==> src/rtl/pcs_pkg.sv <==
package pcs_pkg;
   // register offsets (printed offsets are indices, byte address = 4*index)
   localparam logic [7:0] IDX_IO_BUCK_CONFIG = 8'h00;
   localparam logic [7:0] IDX_IO_BUCK_SPARE = 8'h01;
   localparam logic [7:0] IDX_CORE_BUCK_CONFIG = 8'h02;
   localparam logic [7:0] IDX_CORE_BUCK_VOLTAGE = 8'h03;
   localparam logic [7:0] IDX_REG33_CONFIG = 8'h04;
   localparam logic [7:0] IDX_IRQ_STATUS = 8'h3e;
   localparam logic [7:0] IDX_IRQ_MASK = 8'h3f;
   localparam logic [7:0] IDX_RED_BATT_LOW = 8'h49;
   localparam logic [7:0] IDX_GREEN_BATT_LOW = 8'h4a;
   localparam logic [7:0] IDX_BLUE_BATT_LOW = 8'h4b;
   localparam logic [7:0] IDX_BATT_HIGH = 8'h4c;
   localparam logic [7:0] IDX_RED_ANODE_LOW = 8'h4d;
   localparam logic [7:0] IDX_GREEN_ANODE_LOW = 8'h4e;
   localparam logic [7:0] IDX_BLUE_ANODE_LOW = 8'h4f;
   localparam logic [7:0] IDX_ANODE_HIGH = 8'h50;
   localparam logic [7:0] IDX_TEMP_LOW = 8'h51;
   localparam logic [7:0] IDX_TEMP_HIGH = 8'h52;
   localparam logic [7:0] IDX_CONV_STATUS = 8'h53;
   localparam logic [7:0] IDX_DIMMING = 8'h54;
   localparam logic [7:0] IDX_RED_HEADROOM = 8'h55;
   localparam logic [7:0] IDX_GREEN_HEADROOM = 8'h56;
   localparam logic [7:0] IDX_BLUE_HEADROOM = 8'h57;
   localparam logic [7:0] IDX_PART_IDENTITY = 8'h60;
   localparam logic [7:0] IDX_SUPPLY_ALARM = 8'h70;
   localparam logic [7:0] IDX_DRIVER_ALARM = 8'h71;
   // field positions
   localparam int PEAK_LSB = 4;
   localparam int FORCED_BIT = 3;
   localparam int ZCROSS_LSB = 0;
   localparam int REG33_LIMIT_BIT = 7;
   localparam int REG33_ON_N_BIT = 0;
   // writable masks: reserved bits read zero
   localparam logic [7:0] BUCK_CFG_MASK = 8'h3f;
   localparam logic [7:0] CORE_VOLT_MASK = 8'h03;
   localparam logic [7:0] REG33_MASK = 8'h81;
   localparam logic [7:0] IRQ_MASK_BITS = 8'h0f;
   // reset values
   localparam logic [7:0] CFG_RESET = 8'h00;
   localparam logic [7:0] DIMMING_RESET = 8'hff;
   // event bits of the interrupt status register
   localparam int EV_SAMPLE = 0;
   localparam int EV_TEMP = 1;
   localparam int EV_SUPPLY_ALARM = 2;
   localparam int EV_DRIVER_ALARM = 3;
   localparam int NUM_EV = 4;
   // identity value, arbitrary
   localparam logic [7:0] PART_ID_DEFAULT = 8'h5c;
   typedef enum logic [2:0] {
      APB_IDLE = 3'b001,
      APB_SETUP = 3'b010,
      APB_ACCESS = 3'b100
   } pcs_apb_state_t;
endpackage

==> src/rtl/pcs_regs.sv <==
// Our own choice: register access over APB.
`timescale 1ns/1ps
module pcs_regs
   import pcs_pkg::*;
#(
   parameter int SAMPLE_W = 10,
   parameter logic [7:0] PART_ID = PART_ID_DEFAULT
) (
   // clock, reset, enable
   input wire logic pclk,
   input wire logic presetn,
   input wire logic clk_en,
   // apb slave
   input wire logic psel,
   input wire logic penable,
   input wire logic pwrite,
   input wire logic [11:0] paddr,
   input wire logic [31:0] pwdata,
   input wire logic [3:0] pstrb,
   output logic [31:0] prdata,
   output logic pready,
   output logic pslverr,
   // buck converter controls
   output logic [1:0] io_buck_peak_limit,
   output logic io_buck_forced_mode,
   output logic [2:0] io_buck_zero_cross_level,
   output logic [1:0] core_buck_peak_limit,
   output logic core_buck_forced_mode,
   output logic [2:0] core_buck_zero_cross_level,
   output logic [1:0] core_buck_volt_sel,
   // 3.3 v regulator controls
   output logic reg33_on_n,
   output logic reg33_limit_off,
   // analog readback sources
   input wire logic sample_strobe,
   input wire logic [SAMPLE_W-1:0] red_output_batt,
   input wire logic [SAMPLE_W-1:0] green_output_batt,
   input wire logic [SAMPLE_W-1:0] blue_output_batt,
   input wire logic [SAMPLE_W-1:0] red_output_anode,
   input wire logic [SAMPLE_W-1:0] green_output_anode,
   input wire logic [SAMPLE_W-1:0] blue_output_anode,
   input wire logic temp_strobe,
   input wire logic [7:0] temp_low_in,
   input wire logic [7:0] temp_high_in,
   input wire logic [7:0] conv_status_in,
   input wire logic [7:0] dimming_in,
   input wire logic [7:0] red_headroom_in,
   input wire logic [7:0] green_headroom_in,
   input wire logic [7:0] blue_headroom_in,
   input wire logic [7:0] supply_alarm_in,
   input wire logic [7:0] driver_alarm_in,
   // interrupt
   output logic irq
);
   localparam int HW = SAMPLE_W - 8;

   logic [7:0] io_cfg_reg, io_spare_reg, core_cfg_reg, core_volt_reg;
   logic [7:0] reg33_reg;
   logic [SAMPLE_W-1:0] batt_reg [3];
   logic [SAMPLE_W-1:0] anode_reg [3];
   logic [7:0] temp_low_reg, temp_high_reg, dimming_reg;
   logic [NUM_EV-1:0] irq_status_reg, irq_mask_reg;
   logic [7:0] supply_alarm_reg, driver_alarm_reg;
   logic [7:0] rd_byte;
   logic [31:0] prdata_reg;
   logic [7:0] idx;
   logic wr_en, rd_en, mapped;
   logic [NUM_EV-1:0] ev;
   pcs_apb_state_t state_reg;

   // slave answers in the access cycle, zero wait states
   assign idx = paddr[9:2];
   assign pready = 1'b1;
   assign pslverr = 1'b0;
   assign wr_en = clk_en && psel && penable && pwrite && pstrb[0];
   assign rd_en = clk_en && psel && !penable && !pwrite;
   assign prdata = prdata_reg;

   always_ff @(posedge pclk or negedge presetn) begin
      if (!presetn) begin
         state_reg <= APB_IDLE;
      end else if (clk_en) begin
         case (state_reg)
            APB_IDLE: state_reg <= psel ? APB_SETUP : APB_IDLE;
            APB_SETUP: state_reg <= APB_ACCESS;
            APB_ACCESS: state_reg <= psel ? APB_SETUP : APB_IDLE;
            default: state_reg <= APB_IDLE;
         endcase
      end
   end

   // configuration registers; unmapped and read-only writes fall through
   always_ff @(posedge pclk or negedge presetn) begin
      if (!presetn) begin
         io_cfg_reg <= CFG_RESET;
         io_spare_reg <= CFG_RESET;
         core_cfg_reg <= CFG_RESET;
         core_volt_reg <= CFG_RESET;
         reg33_reg <= CFG_RESET;
         irq_mask_reg <= '0;
      end else if (wr_en) begin
         case (idx)
            IDX_IO_BUCK_CONFIG: io_cfg_reg <= pwdata[7:0] & BUCK_CFG_MASK;
            IDX_IO_BUCK_SPARE: io_spare_reg <= pwdata[7:0];
            IDX_CORE_BUCK_CONFIG:
               core_cfg_reg <= pwdata[7:0] & BUCK_CFG_MASK;
            IDX_CORE_BUCK_VOLTAGE:
               core_volt_reg <= pwdata[7:0] & CORE_VOLT_MASK;
            IDX_REG33_CONFIG: reg33_reg <= pwdata[7:0] & REG33_MASK;
            IDX_IRQ_MASK: irq_mask_reg <= pwdata[NUM_EV-1:0];
            default: ;
         endcase
      end
   end

   // field outputs
   assign io_buck_peak_limit = io_cfg_reg[PEAK_LSB +: 2];
   assign io_buck_forced_mode = io_cfg_reg[FORCED_BIT];
   assign io_buck_zero_cross_level = io_cfg_reg[ZCROSS_LSB +: 3];
   assign core_buck_peak_limit = core_cfg_reg[PEAK_LSB +: 2];
   assign core_buck_forced_mode = core_cfg_reg[FORCED_BIT];
   assign core_buck_zero_cross_level = core_cfg_reg[ZCROSS_LSB +: 3];
   assign core_buck_volt_sel = core_volt_reg[1:0];
   assign reg33_on_n = reg33_reg[REG33_ON_N_BIT];
   assign reg33_limit_off = reg33_reg[REG33_LIMIT_BIT];

   // samples latch on the strobe so low and high halves stay coherent
   always_ff @(posedge pclk or negedge presetn) begin
      if (!presetn) begin
         for (int i = 0; i < 3; i++) begin
            batt_reg[i] <= '0;
            anode_reg[i] <= '0;
         end
      end else if (clk_en && sample_strobe) begin
         batt_reg[0] <= red_output_batt;
         batt_reg[1] <= green_output_batt;
         batt_reg[2] <= blue_output_batt;
         anode_reg[0] <= red_output_anode;
         anode_reg[1] <= green_output_anode;
         anode_reg[2] <= blue_output_anode;
      end
   end

   always_ff @(posedge pclk or negedge presetn) begin
      if (!presetn) begin
         temp_low_reg <= '0;
         temp_high_reg <= '0;
      end else if (clk_en && temp_strobe) begin
         temp_low_reg <= temp_low_in;
         temp_high_reg <= temp_high_in;
      end
   end

   always_ff @(posedge pclk or negedge presetn) begin
      if (!presetn) begin
         dimming_reg <= DIMMING_RESET;
         supply_alarm_reg <= '0;
         driver_alarm_reg <= '0;
      end else if (clk_en) begin
         dimming_reg <= dimming_in;
         supply_alarm_reg <= supply_alarm_in;
         driver_alarm_reg <= driver_alarm_in;
      end
   end

   // sticky events; a new event beats a write-one clear in the same cycle
   assign ev[EV_SAMPLE] = sample_strobe;
   assign ev[EV_TEMP] = temp_strobe;
   assign ev[EV_SUPPLY_ALARM] = |(supply_alarm_in & ~supply_alarm_reg);
   assign ev[EV_DRIVER_ALARM] = |(driver_alarm_in & ~driver_alarm_reg);

   always_ff @(posedge pclk or negedge presetn) begin
      if (!presetn) begin
         irq_status_reg <= '0;
      end else if (clk_en) begin
         if (wr_en && idx == IDX_IRQ_STATUS) begin
            irq_status_reg <= (irq_status_reg & ~pwdata[NUM_EV-1:0]) | ev;
         end else begin
            irq_status_reg <= irq_status_reg | ev;
         end
      end
   end

   assign irq = |(irq_status_reg & irq_mask_reg);

   // read mux; packed high registers put red in the low pair
   always_comb begin
      rd_byte = 8'h00;
      mapped = 1'b1;
      case (idx)
         IDX_IO_BUCK_CONFIG: rd_byte = io_cfg_reg;
         IDX_IO_BUCK_SPARE: rd_byte = io_spare_reg;
         IDX_CORE_BUCK_CONFIG: rd_byte = core_cfg_reg;
         IDX_CORE_BUCK_VOLTAGE: rd_byte = core_volt_reg;
         IDX_REG33_CONFIG: rd_byte = reg33_reg;
         IDX_IRQ_STATUS: rd_byte = {4'h0, irq_status_reg};
         IDX_IRQ_MASK: rd_byte = {4'h0, irq_mask_reg};
         IDX_RED_BATT_LOW: rd_byte = batt_reg[0][7:0];
         IDX_GREEN_BATT_LOW: rd_byte = batt_reg[1][7:0];
         IDX_BLUE_BATT_LOW: rd_byte = batt_reg[2][7:0];
         IDX_BATT_HIGH: rd_byte = {2'b00, batt_reg[2][SAMPLE_W-1:8],
            batt_reg[1][SAMPLE_W-1:8], batt_reg[0][SAMPLE_W-1:8]};
         IDX_RED_ANODE_LOW: rd_byte = anode_reg[0][7:0];
         IDX_GREEN_ANODE_LOW: rd_byte = anode_reg[1][7:0];
         IDX_BLUE_ANODE_LOW: rd_byte = anode_reg[2][7:0];
         IDX_ANODE_HIGH: rd_byte = {2'b00, anode_reg[2][SAMPLE_W-1:8],
            anode_reg[1][SAMPLE_W-1:8], anode_reg[0][SAMPLE_W-1:8]};
         IDX_TEMP_LOW: rd_byte = temp_low_reg;
         IDX_TEMP_HIGH: rd_byte = temp_high_reg;
         IDX_CONV_STATUS: rd_byte = {2'b00, conv_status_in[5:0]};
         IDX_DIMMING: rd_byte = dimming_reg;
         IDX_RED_HEADROOM: rd_byte = red_headroom_in;
         IDX_GREEN_HEADROOM: rd_byte = green_headroom_in;
         IDX_BLUE_HEADROOM: rd_byte = blue_headroom_in;
         IDX_PART_IDENTITY: rd_byte = PART_ID;
         IDX_SUPPLY_ALARM: rd_byte = supply_alarm_reg;
         IDX_DRIVER_ALARM: rd_byte = {driver_alarm_reg[7:4], 2'b00,
            driver_alarm_reg[1:0]};
         default: mapped = 1'b0;
      endcase
   end

   // read data captured in setup, stable through the access cycle
   always_ff @(posedge pclk or negedge presetn) begin
      if (!presetn) begin
         prdata_reg <= '0;
      end else if (rd_en) begin
         prdata_reg <= mapped ? {24'h000000, rd_byte} : 32'h00000000;
      end
   end
endmodule

==> config.mk <==
export PLATFORM = sky130hd
export DESIGN_NAME = pcs_regs
export DESIGN_NICKNAME = d
export VERILOG_FILES = /design/src/rtl/pcs_pkg.sv /design/src/rtl/pcs_regs.sv
export SDC_FILE = /design/constraint.sdc
export NUM_CORES = 1
export LEC_CHECK = 0
export BUFFER_PORTS_ARGS = -buffer_cell sky130_fd_sc_hd__buf_2
export CORE_ASPECT_RATIO = 1.1
export CORE_MARGIN = 2
export CORE_UTILIZATION = 50
export DETAILED_ROUTE_END_ITERATION = 7
export GPL_TIMING_DRIVEN = 0
export PLACE_DENSITY_LB_ADDON = 0.1
export SLEW_MARGIN = 0
export SYNTH_ARGS = -nofsm -noshare
export SYNTH_HDL_FRONTEND = slang
export SYNTH_SLANG_ARGS = --single-unit
==> constraint.sdc <==
create_clock -name pclk -period 2.6 [get_ports pclk]
set_input_delay 0.26 -clock pclk [delete_from_list [all_inputs] [get_ports pclk]]
set_output_delay 0.26 -clock pclk [all_outputs]
set_load 0.1 [all_outputs]
Word level (Yosys, flattened, before mapping):

Cells that the tools add are included.

* bitwise operators: 9
* equality and inequality tests: 24
* reductions and logical operators: 22
* multiplexer cells: 4

Operators with widths (number)
* 8-bit one-hot mux with 25 select lines: 1
* 8-bit by 7-bit == test with 1-bit output, second input constant: 18
* 25-bit OR reduction: 1
* 8-bit AND: 2
* 8-bit by 2-bit == test with 1-bit output, second input constant: 2
* 8-bit by 6-bit == test with 1-bit output, second input constant: 2
* 8-bit NOT: 2
* 8-bit OR reduction: 2
* 2-bit AND reduction: 6
* 1-bit logical AND: 9
* 4-bit AND: 2
* 8-bit by 1-bit == test with 1-bit output, second input constant: 1
* 8-bit by 3-bit == test with 1-bit output, second input constant: 1
* 8-bit zero test: 1
* 8-bit two-way mux: 1
* 4-bit bitwise OR: 2
* 4-bit two-way mux: 1
* 4-bit NOT: 1
* 4-bit OR reduction: 1
* 1-bit zero test: 2
* 1-bit two-way mux: 1

* output and inout bits: 51
* word-level logic and storage cells: 78
* input bits: 188
* bits in registers: 164

Logic depth before layout (Yosys ltp):

* depth in word-level cells: 6
* depth in mapped cells: 8
* depth with buffers taken out: 5

Worst setup path after synthesis:

Ideal clock, no wire load.

* path type: register -> register
* start: register reg33_reg[0]
* end: register prdata_reg[0] (netlist: prdata[0])
* library setup time: 86 ps
* clock period less this slack: 1999 ps
* path buffers: 0
* data required time: 2514 ps
* path slack: 601 ps
* arrival time: 1913 ps
* stages on the path, launching flop included: 6
* path through: dfrtp_1 -> or4bb_1 -> a211o_1 -> o2111ai_1 -> nor4_1 -> a32oi_1

* word-level cells in the longest chain between the ends: 2

Ends and longest elaborated chain
* from (decl): line pcs_regs.sv:58 `logic [7:0] reg33_reg;`
* from (signal assigned): line pcs_regs.sv:109 `IDX_REG33_CONFIG: reg33_reg <= pwdata[7:0] & REG33_MASK;`
* 8-bit one-hot mux with 25 select lines: line pcs_regs.sv:190 `case (idx)`
* 8-bit two-way mux: line pcs_regs.sv:228 `prdata_reg <= mapped ? {24'h000000, rd_byte} : 32'h00000000;`
* to (signal assigned): line pcs_regs.sv:228
* to (decl): line pcs_regs.sv:65 `logic [31:0] prdata_reg;`

Every way passes these cells.
A chain may end at the register's enable or synchronous reset.

Final worst setup path:

* start: input port paddr[9]
* end: register prdata_reg[4] (netlist: prdata[4])

* word-level cells in the longest chain between the ends: 4
* elaborated cells between the ends (all ways): 29
* those cells by class: 24 x eq/ne; 3 x mux; 2 x reduce/logical

Ends and longest elaborated chain
* from (decl): line pcs_regs.sv:17 `input wire logic [11:0] paddr,`
* 8-bit by 6-bit == test with 1-bit output (tied with other cells): line pcs_regs.sv:190
* 25-bit OR reduction (no source line)
* 1-bit two-way mux: line pcs_regs.sv:190
* 8-bit two-way mux (*): line pcs_regs.sv:228

Every way passes the cells marked *; elsewhere a longest branch is shown, timed or not.

==> summary.md <==
| Metric | Value |
|---|---|
| Wirelength per Cell | `between 20 and 25 um` |
| Async set or reset register ratio after synthesis | `1.000` |
| Critical path's largest stage delay | `between 0.9 and 1 ns` |
| Most frequent cells in the layout | `buf_2, mux2_2, dfrtp_1, nand2_1, buf_4` |
| Post-route clock period utilization | `0.8174` |
| Register area share after synthesis | `0.4701` |
| CORE AREA | `between 10000 and 15000 sq um` |
| Vias/cell | `just under 6` |
| Post-DP HPWL | `~19000 um` |
| Final WL | `between 20000 and 25000 um` |
| Setup Skew | `approximately 0.008 ns` |
| Crit Path Max Fanout | `10` |
| CP Class | `input port to flip-flop` |
| PortBufs | `around 180` |
| ANT nets after route | `0` |
| Area grow syn2layout | `24.79%` |
| P_sw | `around 1600 uW` |
| Least-Margin Pin Slew | `1.063 ns` |
| Most common cell on crit path | `buf_2` |
| CTS tree | `yes` |
| Initial antenna violation count | `0` |
| Placed cells | `between 1000 and 1500` |
| Sink Count | `140` |
| Logic pwr share | `0.170` |
| Initial DRC Count | `roughly 400` |
| Yosys cell types | `a little under 70` |
| Worst-case clock buffer depth | `2` |
| Post-cts sizing count | `0` |
| GRT overflow | `0` |
| Vias in the first global route | `between 6000 and 7000` |
| H-tree depth | `4` |
| EDFF count, synth | `0` |
| Setup violators final | `0` |
| Status | `finished clean` |
| Startpoint types | `input port` |
| Die Ht | `~130 um` |
| Cell-internal power | `between 4000 and 5000 uW` |
| PwrDens | `between 600 and 700 nW/um^2` |
| Slew headroom | `0.2896` |
| Synthesis warning total | `0` |
| Worst hold slack | `about 0.063 ns` |
| Post-synthesis cell count | `630` |
| Clock Power Share | `0.408` |
| Die area | `around 16000 sq um` |
| Commonest non-fill, non-tap cell in the layout | `buf_2` |
| Count of pins over their slew limit | `0` |
| Largest net degree at the start of global routing | `86` |
| Layout cells sized above 1 | `0.4803` |
| Ys flop type | `dfrtp_1` |
| Nets | `between 1000 and 1500` |
| Post-Layout Cell Count | `about 1100` |
| Clock Pin Slew Worst Setup and Hold Paths | `~0.06 ns` |
| Leakage power figure | `roughly 0.0044 uW` |
| Router iterations before antenna repair | `5` |
| First-pass GRT wire length | `37800 um` |
| Hold Crit Class | `input port to flip-flop` |
| Max IR drop VDD | `about 0.42 mV` |
| Vias | `approximately 6200` |
| Width of the die | `roughly 120 um` |
| Hold Vio Cnt, Final | `0` |
| Crit path capture type | `flip-flop` |
| Cell family with most CP delay | `simple AND/OR/NAND/NOR gates` |
| Worst Path Buf+Inv | `2` |
| Crit-path slowest cell | `nor4b_2` |
| Clock Latency Late Sink | `approximately 0.43 ns` |
| Crit path required time | `2.94 ns` |
| Root Buffer | `clkbuf_16` |
| Crit path arrival time | `around 2.5 ns` |
| Fmax | `about 470 MHz` |
| Max-capacitance violation count | `0` |
| Initial Utilization | `0.5153` |
| Row count | `between 40 and 50` |
| Cell Chain, Critical Path | `buf_2 > buf_2 > nor4b_2 > nand2_1 > o21ai_0 > o22ai_1 > a32oi_1` |
| TritonCTS Buffers | `17` |
| #FFs+latches synth | `140` |
| Seq pwr share | `0.422` |
| Routability congestion estimate | `between 0.9 and 1` |
| Sw Share | `0.2729` |
| DR DRC count | `0` |
| Synth Cell Area | `about 7500 sq um` |
| All-layer global routing usage | `0.3178` |
| Mean post-synth cell area | `between 10 and 15 sq um` |
| RSZ-0062 raised after global routing | `no` |
| IO Pins | `239` |
| Final Critical Period | `~2.1 ns` |
==> final timing paths <==
check | startpoint | endpoint | slack [ns] | cells after the start
max in group asynchronous | presetn | dimming_reg[5] | 1.42 | 3
min in group asynchronous | presetn | driver_alarm_reg[3] | 0.36 | 2
hold reg to reg | temp_low_reg[5] | temp_low_reg[5] | 0.51 | 1
setup / recovery | paddr[9] | prdata[4] | 0.47 | 7
setup reg to reg | temp_high_reg[5] | prdata[5] | 0.72 | 5
hold / removal | blue_output_anode[5] | anode_reg[5] | 0.06 | 2
==> synth_stat cells, types with 3 or more instances <==
| cell | count | area, sq um |
|---|---|---|
| mux2_2 | 136 | 1531 |
| dfrtp_1 | 132 | 3303 |
| nand2_1 | 36 | 135.1 |
| buf_4 | 29 | 217.7 |
| inv_1 | 25 | 93.84 |
| nand3_1 | 16 | 80.08 |
| mux2i_1 | 15 | 150.1 |
| buf_2 | 14 | 70.07 |
| a22oi_1 | 13 | 97.59 |
| buf_1 | 13 | 48.80 |
| o21ai_0 | 12 | 60.06 |
| o22ai_1 | 12 | 75.07 |
| a22o_1 | 10 | 87.58 |
| a32oi_1 | 10 | 87.58 |
| clkbuf_1 | 9 | 33.78 |
| mux4_2 | 9 | 202.7 |
| dfstp_2 | 8 | 210.2 |
| a21oi_1 | 7 | 35.03 |
| nor2_1 | 7 | 26.28 |
| nor2b_1 | 7 | 43.79 |
| nor3_1 | 7 | 35.03 |
| and2_1 | 6 | 37.54 |
| and3_1 | 6 | 37.54 |
| nand4_1 | 6 | 37.54 |
| a2bb2oi_1 | 5 | 43.79 |
| a31oi_1 | 5 | 31.28 |
| o211ai_1 | 5 | 37.54 |
| a221oi_1 | 4 | 35.03 |
| a211oi_1 | 3 | 22.52 |
| and4_1 | 3 | 26.28 |
| nand3b_1 | 3 | 22.52 |
| nor3b_1 | 3 | 22.52 |
| nor4_1 | 3 | 18.77 |
| nor4b_1 | 3 | 26.28 |
| o2bb2ai_1 | 3 | 26.28 |
==> cell type report <==
| type | instances | area [sq um] |
|---|---|---|
| fillers | 1207 | 5177 |
| multi-input cells | 423 | 3575 |
| flip-flops and latches | 140 | 3513 |
| repair buffers | 179 | 929.6 |
| clock buffers | 20 | 446.7 |
| plain buffers | 66 | 381.6 |
| well taps | 192 | 240.2 |
| clock inverters | 11 | 143.9 |
| inverters | 25 | 93.84 |
| diodes | 1 | 2.502 |
==> repair_timing <==
item                       in CTS  in global routing
hold buffers                    1                  0
buffers inserted                0                  0
hold endpoints to repair       54                  0
setup endpoints to repair       0                  0
==> per-layer routing <==
| metal | up-vias | wire [um] | share of wire | global-route usage |
|---|---|---|---|---|
| li1 | 2757 | - | - | - |
| met3 | 44 | 2034 | 0.082 | 0.07656 |
| met5 | - | 0 | 0 | 0 |
| met4 | 0 | 650 | 0.026 | 0.1098 |
| met1 | 3109 | 9803 | 0.40 | 0.3978 |
| met2 | 330 | 12270 | 0.50 | 0.5377 |
==> kinds of logic (layout without fill, tap and decap cells) <==
family	after synthesis	count (layout)	share of synthesized area
flops	140	140	0.4701
mux	160	160	0.2521
other cells	2	27	0.001005
buf+inv	91	301	0.06362
compound gates	108	108	0.1097
xor+xnor	1	1	0.001172
simple gates	128	128	0.1023
==> metrics by stage <==
| stage | total power, uW | setup TNS (ns) | cell area, sq um | setup slack (ns) | util |
|---|---|---|---|---|---|
| 2_1_floorplan | 3194 | 0 | 7564 | 0.6014 | - |
| 3_3_place_gp | 3534 | -76.34 | 8690 | -0.5887 | 0.5991 |
| 3_5_place_dp | 3580 | 0 | 8723 | 0.1754 | 0.6014 |
| 4_1_cts | 6022 | 0 | 9324 | 0.6068 | 0.6429 |
| 5_1_grt | 6227 | 0 | 9324 | 0.4381 | 0.6429 |
| 6_report | 6006 | 0 | 9326 | 0.4749 | 0.6430 |
==> power by group through the flow <==
stage          clock (uW)  combinational [uW]  sequential [uW]
2_1_floorplan           0                 670             2520
3_3_place_gp            0                 980             2550
3_5_place_dp            0                1010             2570
4_1_cts              2470                1020             2530
5_1_grt              2590                1080             2560
6_report             2450                1020             2530
Power figures use the tool's default switching activity.
